## src/tfm_regs.svh

```systemverilog
// Register map, field positions, reset values and timing figures
`ifndef TFM_REGS_SVH
`define TFM_REGS_SVH

// ********************
// Register offsets
// ********************
`define TFM_ADR_LCFG   8'h00
`define TFM_ADR_CLIM   8'h04
`define TFM_ADR_MODE   8'h08
`define TFM_ADR_STAT   8'h0c
`define TFM_ADR_IRQ    8'h10

// ********************
// Field positions
// ********************
`define TFM_LCFG_TRACK 0
`define TFM_LCFG_LEVEL 1
`define TFM_CLIM_LO    0
`define TFM_CLIM_HI    1
`define TFM_CLIM_BLO   2
`define TFM_CLIM_BHI   3
`define TFM_MODE_LWEN  0
`define TFM_MODE_WAKE  1
`define TFM_MODE_LDO   2

// ********************
// Reset values
// ********************
`define TFM_LCFG_RST   8'h00
`define TFM_CLIM_RST   8'h00
`define TFM_MODE_RST   8'h02

// ********************
// Timing
// ********************
`define TFM_CLK_MHZ    200
`define TFM_WAKE_US    80
`define TFM_PULSE_US   200
`define TFM_BLPIN_US   128
`define TFM_BL0_US     16
`define TFM_BL1_US     64
`define TFM_BL2_US     128
`define TFM_BL3_US     512

`endif

```

## src/tfm_pkg.sv

```systemverilog
// Types shared by the fault monitor
package tfm_pkg;

	// Sticky interrupt bits, read order msb first
	typedef struct packed {
		logic thermal;
		logic overtemp;
		logic wake;
		logic undervolt;
		logic low_warn;
		logic aux_fault;
		logic line_fault;
	} tfm_irq_t;

	// Synchronised pin conditions
	typedef struct packed {
		logic serial;
		logic tx;
		logic drv_en;
		logic aux_in;
		logic shorted;
		logic line_oc;
		logic aux_oc;
		logic uv_main;
		logic uv_5v;
		logic uv_logic;
		logic uv_3v3;
		logic low;
		logic lockout;
		logic t_hi;
		logic t_lo;
		logic shutdown;
		logic int5v;
	} tfm_cond_t;

endpackage

```

## src/tfm_monitor.sv

```systemverilog
// Status, interrupt and driver control logic of the fault monitor
`timescale 1ns/10ps
`include "tfm_regs.svh"

module tfm_monitor
	import tfm_pkg::*;
#(
	parameter int WAKE_CYC  = `TFM_WAKE_US * `TFM_CLK_MHZ,
	parameter int PULSE_CYC = `TFM_PULSE_US * `TFM_CLK_MHZ,
	parameter int BLPIN_CYC = `TFM_BLPIN_US * `TFM_CLK_MHZ,
	parameter int BL0_CYC   = `TFM_BL0_US * `TFM_CLK_MHZ,
	parameter int BL1_CYC   = `TFM_BL1_US * `TFM_CLK_MHZ,
	parameter int BL2_CYC   = `TFM_BL2_US * `TFM_CLK_MHZ,
	parameter int BL3_CYC   = `TFM_BL3_US * `TFM_CLK_MHZ
) (
	// Clock and reset
	input  wire logic        sys_clk,
	input  wire logic        rstn,
	// Wishbone slave
	input  wire logic        wb_cyc_i,
	input  wire logic        wb_stb_i,
	input  wire logic        wb_we_i,
	input  wire logic [7:0]  wb_adr_i,
	input  wire logic [3:0]  wb_sel_i,
	input  wire logic [31:0] wb_dat_i,
	output logic      [31:0] wb_dat_o,
	output logic             wb_ack_o,
	// Pins and analog comparators
	input  wire logic        port_select,
	input  wire logic        tx_data,
	input  wire logic        line_drive_enable,
	input  wire logic        aux_level_in,
	input  wire logic        line_short,
	input  wire logic        line_oc,
	input  wire logic        aux_oc,
	input  wire logic        uv_main,
	input  wire logic        uv_5v,
	input  wire logic        uv_logic,
	input  wire logic        uv_3v3,
	input  wire logic        supply_low,
	input  wire logic        supply_lockout,
	input  wire logic        temp_warn_hi,
	input  wire logic        temp_warn_lo,
	input  wire logic        temp_shutdown,
	input  wire logic        int_5v_used,
	// Driver, regulator, alert and wake outputs
	output logic             line_drive_on,
	output logic             line_level_out,
	output logic             aux_drive_on,
	output logic             aux_level_out,
	output logic             alert_n,
	output logic             wake_pulse_n,
	output logic             ldo5v_en,
	output logic             ldo3v3_en
);

	localparam int CW = 20;
	localparam int CMAX = 1 << CW;

	// ********************
	// Parameter checks
	// ********************
	if (WAKE_CYC < 2 || PULSE_CYC < 1 || BLPIN_CYC < 1 || BL0_CYC < 1 ||
	    BL1_CYC < 1 || BL2_CYC < 1 || BL3_CYC < 1 || WAKE_CYC >= CMAX ||
	    PULSE_CYC >= CMAX || BLPIN_CYC >= CMAX || BL0_CYC >= CMAX ||
	    BL1_CYC >= CMAX || BL2_CYC >= CMAX || BL3_CYC >= CMAX) begin : g_chk
		$error("tfm_monitor: timing parameter out of range");
	end

	// ********************
	// Input synchronisers
	// ********************
	tfm_cond_t sync1_r;
	tfm_cond_t c;
	tfm_cond_t prev_r;
	tfm_cond_t pins;
	assign pins = '{port_select, tx_data, line_drive_enable, aux_level_in,
		line_short, line_oc, aux_oc, uv_main, uv_5v, uv_logic, uv_3v3,
		supply_low, supply_lockout, temp_warn_hi, temp_warn_lo,
		temp_shutdown, int_5v_used};
	always_ff @(posedge sys_clk or negedge rstn) begin
		if (!rstn) begin
			sync1_r <= '0;
			c       <= '0;
			prev_r  <= '0;
		end else begin
			sync1_r <= pins;
			c       <= sync1_r;
			prev_r  <= c;
		end
	end

	// ********************
	// Register bus decode
	// ********************
	logic [7:0] lcfg_r;
	logic [7:0] clim_r;
	logic [7:0] mode_r;
	tfm_irq_t   irq_r;
	tfm_irq_t   irq_nxt;
	logic       ack_r;
	logic [31:0] dat_r;
	logic       ot_r;
	logic       soft_rst;
	wire req     = wb_cyc_i & wb_stb_i;
	wire done    = req & ack_r;
	wire wr_lane = done & wb_we_i & wb_sel_i[0];
	wire hit_lcfg = wb_adr_i == `TFM_ADR_LCFG;
	wire hit_clim = wb_adr_i == `TFM_ADR_CLIM;
	wire hit_mode = wb_adr_i == `TFM_ADR_MODE;
	wire hit_stat = wb_adr_i == `TFM_ADR_STAT;
	wire hit_irq  = wb_adr_i == `TFM_ADR_IRQ;
	// Irq read clears at the ack edge
	wire rd_clr  = done & ~wb_we_i & hit_irq;
	wire serial  = c.serial;
	wire track   = serial & lcfg_r[`TFM_LCFG_TRACK];
	wire [5:0] stat;
	logic [31:0] rd_mux;
	assign stat = serial ? {c.shutdown, ot_r, c.lockout, c.low,
		c.aux_oc, c.line_oc} : 6'h00;
	always_comb begin
		rd_mux = 32'h0000_0000;
		if (hit_lcfg) begin
			rd_mux[7:0] = lcfg_r;
		end else if (hit_clim) begin
			rd_mux[7:0] = clim_r;
		end else if (hit_mode) begin
			rd_mux[7:0] = mode_r;
		end else if (hit_stat) begin
			rd_mux[5:0] = stat;
		end else if (hit_irq) begin
			rd_mux[6:0] = irq_r;
		end
	end

	assign wb_ack_o = ack_r;
	assign wb_dat_o = dat_r;

	always_ff @(posedge sys_clk or negedge rstn) begin
		if (!rstn) begin
			ack_r <= 1'b0;
			dat_r <= 32'h0000_0000;
		end else begin
			ack_r <= req & ~ack_r;
			dat_r <= rd_mux;
		end
	end

	// ********************
	// Control registers
	// ********************
	always_ff @(posedge sys_clk or negedge rstn) begin
		if (!rstn) begin
			lcfg_r <= `TFM_LCFG_RST;
			clim_r <= `TFM_CLIM_RST;
			mode_r <= `TFM_MODE_RST;
		end else if (soft_rst) begin
			lcfg_r <= `TFM_LCFG_RST;
			clim_r <= `TFM_CLIM_RST;
			mode_r <= `TFM_MODE_RST;
		end else if (wr_lane) begin
			if (hit_lcfg)
				lcfg_r <= wb_dat_i[7:0];
			if (hit_clim)
				clim_r <= wb_dat_i[7:0];
			if (hit_mode)
				mode_r <= wb_dat_i[7:0];
		end
	end

	// ********************
	// Thermal restart
	// ********************
	// regulator back on
	assign soft_rst = prev_r.shutdown & ~c.shutdown & c.int5v;

	// ********************
	// Overtemp hysteresis
	// ********************
	always_ff @(posedge sys_clk or negedge rstn) begin
		if (!rstn)
			ot_r <= 1'b0;
		else if (~serial | c.t_lo | soft_rst)
			ot_r <= 1'b0;
		else if (c.t_hi)
			ot_r <= 1'b1;
	end

	// ********************
	// Wake detection
	// ********************
	logic [CW-1:0] short_cnt_r;
	logic [CW-1:0] pulse_cnt_r;
	logic [CW-1:0] pulse_nxt;
	logic [CW-1:0] blank_cyc;
	logic          wake_n_r;

	always_comb begin
		blank_cyc = CW'(BLPIN_CYC);
		if (serial) begin
			case ({clim_r[`TFM_CLIM_BHI], clim_r[`TFM_CLIM_BLO]})
			2'b00:   blank_cyc = CW'(BL0_CYC);
			2'b01:   blank_cyc = CW'(BL1_CYC);
			2'b10:   blank_cyc = CW'(BL2_CYC);
			default: blank_cyc = CW'(BL3_CYC);
			endcase
		end
	end
	// A short shorter than the blanking time is never a wake
	wire [CW-1:0] wake_thr = (blank_cyc > CW'(WAKE_CYC)) ?
		blank_cyc : CW'(WAKE_CYC);
	wire wake_en  = ~serial | mode_r[`TFM_MODE_WAKE];
	wire wake_hit = wake_en & c.shorted &
		(short_cnt_r == wake_thr - CW'(1));
	assign pulse_nxt = wake_hit ? CW'(PULSE_CYC) :
		(pulse_cnt_r != '0) ? pulse_cnt_r - CW'(1) : '0;
	always_ff @(posedge sys_clk or negedge rstn) begin
		if (!rstn) begin
			short_cnt_r <= '0;
			pulse_cnt_r <= '0;
			wake_n_r    <= 1'b1;
		end else begin
			if (~c.shorted | ~wake_en | soft_rst)
				short_cnt_r <= '0;
			else if (short_cnt_r != wake_thr)
				short_cnt_r <= short_cnt_r + CW'(1);
			pulse_cnt_r <= pulse_nxt;
			wake_n_r    <= (pulse_nxt == '0);
		end
	end

	assign wake_pulse_n = wake_n_r;

	// ********************
	// Interrupt flags
	// ********************
	tfm_irq_t evt;
	// Events are one-cycle pulses (input rising edges, wake hit, overtemp latch set) so a read clears a standing fault
	// event sources
	assign evt.line_fault = serial & c.line_oc & ~prev_r.line_oc;
	assign evt.aux_fault  = serial & c.aux_oc & ~prev_r.aux_oc;
	assign evt.low_warn   = serial & mode_r[`TFM_MODE_LWEN] &
		c.low & ~prev_r.low;
	assign evt.undervolt  = serial & c.lockout & ~prev_r.lockout;
	assign evt.wake       = serial & wake_hit;
	assign evt.overtemp   = serial & c.t_hi & ~ot_r & ~c.t_lo;
	assign evt.thermal    = serial & c.shutdown & ~prev_r.shutdown;
	// clear on read or thermal restart; set wins over read, restart wins over set
	assign irq_nxt = soft_rst ? '0 :
		((rd_clr ? '0 : irq_r) | evt);
	always_ff @(posedge sys_clk or negedge rstn) begin
		if (!rstn)
			irq_r <= '0;
		else
			irq_r <= irq_nxt;
	end

	// ********************
	// Driver control
	// ********************
	// supply and thermal shutdown hold off
	wire hold = c.uv_main | c.uv_5v | c.uv_logic | c.uv_3v3 | c.shutdown;
	wire line_lvl = ~c.tx | (serial & lcfg_r[`TFM_LCFG_LEVEL]);
	logic line_on_r;
	logic line_lvl_r;
	logic aux_on_r;
	logic aux_lvl_r;
	logic alert_n_r;
	logic ldo5_r;
	logic ldo33_r;
	always_ff @(posedge sys_clk or negedge rstn) begin
		if (!rstn) begin
			line_on_r  <= 1'b0;
			line_lvl_r <= 1'b0;
			aux_on_r   <= 1'b0;
			aux_lvl_r  <= 1'b0;
		end else begin
			line_on_r  <= c.drv_en & ~hold;
			line_lvl_r <= line_lvl;
			if (track) begin
				aux_on_r  <= c.drv_en & ~hold;
				aux_lvl_r <= line_lvl;
			end else begin
				aux_on_r  <= ~hold;
				aux_lvl_r <= ~c.aux_in;
			end
		end
	end
	always_ff @(posedge sys_clk or negedge rstn) begin
		if (!rstn) begin
			alert_n_r <= 1'b1;
			ldo5_r    <= 1'b0;
			ldo33_r   <= 1'b0;
		end else begin
			// any irq bit, live fault in pin mode
			alert_n_r <= serial ? ~(|irq_nxt) : ~(c.line_oc | c.aux_oc);
			ldo5_r    <= ~c.shutdown;
			ldo33_r   <= ~c.shutdown &
				~(serial & mode_r[`TFM_MODE_LDO]);
		end
	end
	assign line_drive_on  = line_on_r;
	assign line_level_out = line_lvl_r;
	assign aux_drive_on   = aux_on_r;
	assign aux_level_out  = aux_lvl_r;
	assign alert_n        = alert_n_r;
	assign ldo5v_en       = ldo5_r;
	assign ldo3v3_en      = ldo33_r;
endmodule // tfm_monitor

```

## config.mk

```make
export PLATFORM = sky130hd
export DESIGN_NAME = tfm_monitor
export DESIGN_NICKNAME = d
export VERILOG_FILES = /design/src/tfm_pkg.sv /design/src/tfm_monitor.sv
export VERILOG_INCLUDE_DIRS = /design/src
export SDC_FILE = /design/constraint.sdc
export NUM_CORES = 1
export LEC_CHECK = 0
export BUFFER_PORTS_ARGS = -buffer_cell sky130_fd_sc_hd__buf_2
export CAP_MARGIN = 40
export CORE_MARGIN = 2
export CORE_UTILIZATION = 44
export CTS_CLUSTER_DIAMETER = 200
export DETAILED_ROUTE_END_ITERATION = 16
export PLACE_DENSITY = 0.65
export REMOVE_ABC_BUFFERS = 1
export SLEW_MARGIN = 25
export SYNTH_ARGS = -nofsm -noshare
export SYNTH_HDL_FRONTEND = slang
export SYNTH_SLANG_ARGS = --single-unit
export TNS_END_PERCENT = 30
```

## constraint.sdc

```tcl
create_clock -name sys_clk -period 3.8 [get_ports sys_clk]
set_input_delay 0.38 -clock sys_clk [delete_from_list [all_inputs] [get_ports sys_clk]]
set_output_delay 0.38 -clock sys_clk [all_outputs]
set_load 0.005 [all_outputs]
```

==> flow_summary.ini, run 1 <==
[synth]
syn_area_um2 = 6103
synth_area_leaders = dfrtp_1 51%, nor2_1 5.5%, mux2i_1 4.1%
yosys.area.top_type_share = 0.5125
ys.flop_type = dfrtp_1
ys_ff_latch = 128
synth_edf_count = 0
async_flop_share = 1.000
netlist_instances = 590
syn_avg_cell_area_um2 = 10.34
yosysWarnings = 0
yosysTopAreaCell = dfrtp_1
ys_types = 67
yosysSeqAreaShare = 0.5254

[layout]
syn2layout_area_growth_pct = 16.69
fin_util = 0.5191
antennaDiodeCount = 0
fin_cells = 842
nFillCells = 1223
layout-drive-gt1-share = 0.1662
fin_nets = 724

[die]
fp.dieH_um = 121.8
initial_core_util = 0.4449
io_pins = 107
rows = 43
dieArea_um2 = 14830
core_area_um2 = 13720
fp.dieW_um = 121.8

[timing]
clock_skew_ns = 0.01677
fmax_mhz = 317.7
setup_slack_ns = 0.6520
slew_viol_final = 0
tightest_slew_ns = 0.7441
hold_violations = 0
setup_viol = 0
finalSetupTns_ns = 0
period_share = 0.8284
rsz0062_at_grt = false
slew_headroom = 0.4998
period_needed_ns = 3.148

[hold_path]
holdPathStages = 1
hold_end = sync1_r[2]
min_from = temp_warn_lo
holdCritPathClass = in -> reg

[clocking]
cts_tree = built
clockBufferDepth = 2
cts_inserted_buffers = 17
clock_sinks = 128
ctsResizeCount = 0
clkTransAtPathRegs_ns = 0.06
clock_latency_ns = 0.42
cts_root_buffer = clkbuf_16
htreeDepth = 4

[global_routing]
grt_max_degree = 59
grt_pass1_wl_um = 22270
grt_pass1_vias = 4481
grt_usage = 0.1936
antenna_found_initial = 0
grt-ovfl-total = 0

[placed_design]
place.gp.congestion = 0.8823
dp_hpwl_um = 8895
dpl.cell_count = 808
pre_cts_ws_ns = 0.6922
portBuffers = 55

[drt]
drc_errors = 0
vias = 4567
antenna_left = 0
drt_wl_total_um = 13300
drt_first_iter_violations = 416
wire_per_inst_um = 15.80
viasPerCell = 5.424
first_pass_iters = 5

[power]
finalPower_w = 0.003214
leakage_nw = 3.528
p_per_area_nw_per_um2 = 451.3
ir_drop_mv = 0.4852

[critical_path]
r2r_slack_ns = 0.65
cp_data_arrival_time_ns = 3.41
r2r_cells = 10
cp-end-kind = register
required_ns = 4.06
cp-start-kind = register
critPathMaxFanout = 14
r2r_start = clim_r[2]
worstReg2RegEnd = pulse_cnt_r[4]
critPathKind = reg -> reg

[job]
maxCapViolCount = 0

[status]
status = completed
## per-stage QoR
step	instance area (um2)	hold slack, ns
floorplan	5912	0.08441
CTS	7111	0.05213
finish	7122	0.06471
global placement	6452	0.3316
detailed placement	6495	0.2908
global route	7122	0.04802
## per-layer routing
metal	wire, um	GRT usage	part of all wire	vias up
met3	515	0.04213	0.039	20
li1	-	-	-	2149
met5	0	0	0	-
met4	252	0.07830	0.019	0
met2	6515	0.3132	0.49	128
met1	6020	0.2541	0.45	2270
## power breakdown
part / internal [W] / switching (W) / total (W)
combinational: 0.0000486 / 0.0000818 / 0.000130
clock: 0.00106 / 0.000600 / 0.00166
sequential: 0.00140 / 0.0000272 / 0.00143
total: 0.00251 / 0.000709 / 0.00321
## cells in the mapped netlist, types with 7 or more instances
library cell,count
xor2_1,19
clkbuf_1,14
dfrtp_1,125
nor2_1,89
nand2_1,30
inv_1,15
mux2i_1,25
buf_4,25
or3_1,8
nor3_1,13
o21ai_0,23
xnor2_1,12
nand3_1,24
and3_1,7
a21oi_1,24
ha_1,9
## worst max path at each step
| stage | cells after the start | end | start |
|---|---|---|---|
| finish | 10 | pulse_cnt_r[4] | clim_r[2] |
| global route | 10 | pulse_cnt_r[4] | clim_r[2] |
| CTS | 10 | pulse_cnt_r[4] | clim_r[2] |
| detailed placement | 10 | pulse_cnt_r[16] | clim_r[2] |
| global placement | 10 | pulse_cnt_r[17] | clim_r[2] |
| floorplan | 8 | wake_pulse_n | pulse_cnt_r[0] |
## flip-flops by register name (all words and copies together) (netlist names), 5 cells and up
| signal | cells |
|---|---|
| pulse_cnt_r | 20 |
| clim_r | 8 |
| sync1_r | 17 |
| c | 16 |
| mode_r | 8 |
| prev_r | 5 |
| lcfg_r | 8 |
| irq_r | 7 |
| short_cnt_r | 20 |
| wb_dat_o | 8 |
## layout make-up
cell class | count | area, um2 | share of cell area
Clock inverter | 11 | 155.1 | 0.02178
Tap cell | 180 | 225.2 | 0.03162
Timing Repair Buffer | 64 | 379.1 | 0.05323
Clock buffer | 21 | 450.4 | 0.06325
Sequential cell | 128 | 3207 | 0.4503
Inverter | 15 | 56.30 | 0.007906
Multi-Input combinational cell | 423 | 2649 | 0.3719
## cells in the final DEF, fill, tap and decap left out, types with 13 or more instances in the layout
cell type / netlist / layout
nand3_1: 24 / 24
buf_2: 6 / 54
xor2_1: 19 / 19
o21ai_0: 23 / 23
nor3_1: 13 / 13
nand2_1: 30 / 30
clkbuf_16: 0 / 17
mux2i_1: 25 / 25
inv_1: 15 / 15
conb_1: 1 / 24
nor2_1: 89 / 89
a21oi_1: 24 / 24
dfrtp_1: 125 / 125
## worst max-delay path, stage by stage (launching register included)
cell,delay (ns)
dfrtp_1,0.54
inv_1,0.15
ha_1,0.30
nor2_1,0.29
o21ai_0,0.15
ha_1,0.32
xor2_1,0.15
and3_1,0.18
o211ai_2,0.15
o31ai_4,0.65
nor2_1,0.11
## kinds of logic after synthesis
| group | Yosys count | share of synthesized area |
|---|---|---|
| simple gates | 232 | 0.1997 |
| flops | 128 | 0.5254 |
| compound gates | 101 | 0.1138 |
| buf+inv | 62 | 0.05474 |
| xor+xnor | 31 | 0.04449 |
| mux | 26 | 0.04285 |
| fa+ha+maj | 9 | 0.01845 |
| other cells | 1 | 0.0006144 |
## what timing repair did
action                     CTS  global route
hold buffers                 1             0
setup endpoints to repair    0             0
buffers inserted             0             0
hold endpoints to repair    18             0
Note: power is estimated with default switching activity, not from simulation.
==> run 2, diff against run 1 <==
- ABC_AREA: unset -> 1
- clock period: 3.8 -> 3.01 ns (I/O delays scaled with it)
==> flow_summary.ini, run 2 <==
[timing]
clock_skew_ns = 0.01398
slew_headroom = 0.5275
hold_ws_ns = 0.1166
fmax_mhz = 366.2
tightest_slew_ns = 0.7088
slew_viol_final = 0
period_needed_ns = 2.731
period_share = 0.9073
hold_violations = 0
setup_viol = 0
finalSetupTns_ns = 0
setup_slack_ns = 0.2790
rsz0062_at_grt = false

[hold_path]
holdCritPathClass = in -> reg

[synth]
synth_most_common_cell = nand2_1
async_flop_share = 1.000
synth_edf_count = 0
netlist_instances = 695
synth_area_leaders = dfrtp_1 52%, nand2_1 9.2%, inv_1 5.4%
ys.flop_type = dfrtp_1
ys_top_cells_by_count = 148 x nand2_1, 125 x dfrtp_1, 87 x inv_1
ys_types = 38
yosysSeqAreaShare = 0.5295
syn_avg_cell_area_um2 = 8.713
yosysTopAreaCell = dfrtp_1
yosys.area.top_type_share = 0.5165
syn_area_um2 = 6056
yosysWarnings = 0
ys_ff_latch = 128

[job]
maxCapViolCount = 0

[critical_path]
slowest_delay_ns = 0.44
critPathKind = reg -> reg
cp_cell_sequence = ha_1 -> inv_1 -> nand3_2 -> nand2_2 -> inv_1 -> ha_1 -> inv_1 -> nand2_1 -> nand2_1 -> nand3_1 -> nor2_1 -> nand3_1 -> nor2_2 -> nand3_4 -> buf_4 -> nand2_1 -> nor2_1 -> nand2_1 -> nor2_1 -> nand2_1 -> nor2_2
cp_data_arrival_time_ns = 3.08
slowest_stage = dfrtp_2
cp-end-kind = register
required_ns = 3.35
cpMostUsedCell = nand2_1
cp-start-kind = register
r2r_slack_ns = 0.28
critPathMaxFanout = 7

[layout]
nFillCells = 1208
fin_nets = 864
final_common_cell = nand2_1
antennaDiodeCount = 0
layout-drive-gt1-share = 0.1696
largest_registers = pulse_cnt_r x20, short_cnt_r x20, sync1_r x17
multiInputGateArea_um2 = 2357
fin_cells = 978
final_cell_mix = 147 x nand2_1, 124 x dfrtp_1, 87 x inv_1, 73 x nor2_1, 54 x buf_2
seq_area_um2 = 3208
syn2layout_area_growth_pct = 20.39

[status]
status = completed

[power]
finalPower_w = 0.004259
ir_drop_mv = 0.4374
leakage_nw = 3.750
p_per_area_nw_per_um2 = 584.2

[clocking]
clock_latency_ns = 0.42
htreeDepth = 4
clock_sinks = 128
cts_tree = built
cts_root_buffer = clkbuf_16
clkTransAtPathRegs_ns = 0.06
clockBufferDepth = 2
cts_inserted_buffers = 17

[die]
fp.dieH_um = 121.3
core_area_um2 = 13350
initial_core_util = 0.4537
fp.dieW_um = 121.3
rows = 42
io_pins = 107
dieArea_um2 = 14720

[drt]
drt_wl_total_um = 12860
wire_per_inst_um = 13.15
first_pass_iters = 4
antenna_left = 0
drc_errors = 0
drt_first_iter_violations = 278
viasPerCell = 4.826
vias = 4720

[global_routing]
antenna_found_initial = 0
grt_pass1_vias = 4704
grt-ovfl-total = 0
grt_pass1_wl_um = 21950
grt_usage = 0.1913
grt_max_degree = 74

[placed_design]
dp_hpwl_um = 9006
place.gp.congestion = 0.8852
portBuffers = 55
pre_cts_ws_ns = 0.2257
dpl.cell_count = 923
-- run 2: layout make-up --
type                            instances  area share
Clock buffer                           18     0.05886
Clock inverter                         14     0.02162
Inverter                               89     0.04599
Multi-Input combinational cell        465      0.3233
Sequential cell                       128      0.4400
Tap cell                              176     0.03020
Timing Repair Buffer                   88     0.07997
-- run 2: through the flow --
| step | area (um2) | util |
|---|---|---|
| floorplan | 5889 | - |
| global placement | 6475 | 0.4851 |
| detailed placement | 6482 | 0.4857 |
| CTS | 7239 | 0.5424 |
| global route | 7291 | 0.5462 |
| finish | 7291 | 0.5462 |
-- run 2: repair_timing --
| item | 4_1_cts | 5_1_grt |
|---|---|---|
| endpoints found under the setup margin | 0 | 10 |
| gates resized for setup | 0 | 2 |
| hold buffers | 17 | 1 |
| setup buffers | 0 | 5 |
| hold endpoints to repair | 53 | 1 |
-- run 2: path summary, 6_finish.rpt --
kind,endpoint,depth (start not counted),start
worst max-delay path,wake_pulse_n,21,clim_r[2]
worst min-delay path,wb_ack_o,3,wb_stb_i
worst max register to register,wake_pulse_n,21,clim_r[2]
worst min register to register,c[1],0,sync1_r[1]
max in group asynchronous,alert_n,3,rstn
min in group asynchronous,short_cnt_r[10],2,rstn
-- run 2: worst max-delay path, delay by kind of cell (launching register included) --
family | cells | cell delay [ns]
adders and majority gates | 2 | 0.57
buffers and inverters | 4 | 0.40
DFF | 1 | 0.44
and+or+nand+nor | 15 | 1.25
-- run 2: metal layers --
metal  share of wire  GRT usage
met1            0.45     0.2411
met3           0.038    0.05733
met2            0.50     0.3129
met4           0.017    0.06825
met5               0          0
-- run 2: cell families (layout without fill, tap and decap cells) --
| kind of cell | Yosys count | in the layout | synth area share |
|---|---|---|---|
| adders and majority gates | 9 | 9 | 0.01860 |
| buffers and inverters | 125 | 209 | 0.09711 |
| and+or+nand+nor | 324 | 324 | 0.2459 |
| AOI/OAI and AO/OA | 88 | 88 | 0.07934 |
| other | 1 | 24 | 0.0006192 |
| xor gates and xnor gates | 20 | 20 | 0.02893 |
| DFF | 128 | 128 | 0.5295 |
-- run 2: where the power goes --
part	internal (W)	switching [W]
combinational	0.000134	0.000229
sequential	0.00183	0.0000548
clock	0.00123	0.000785
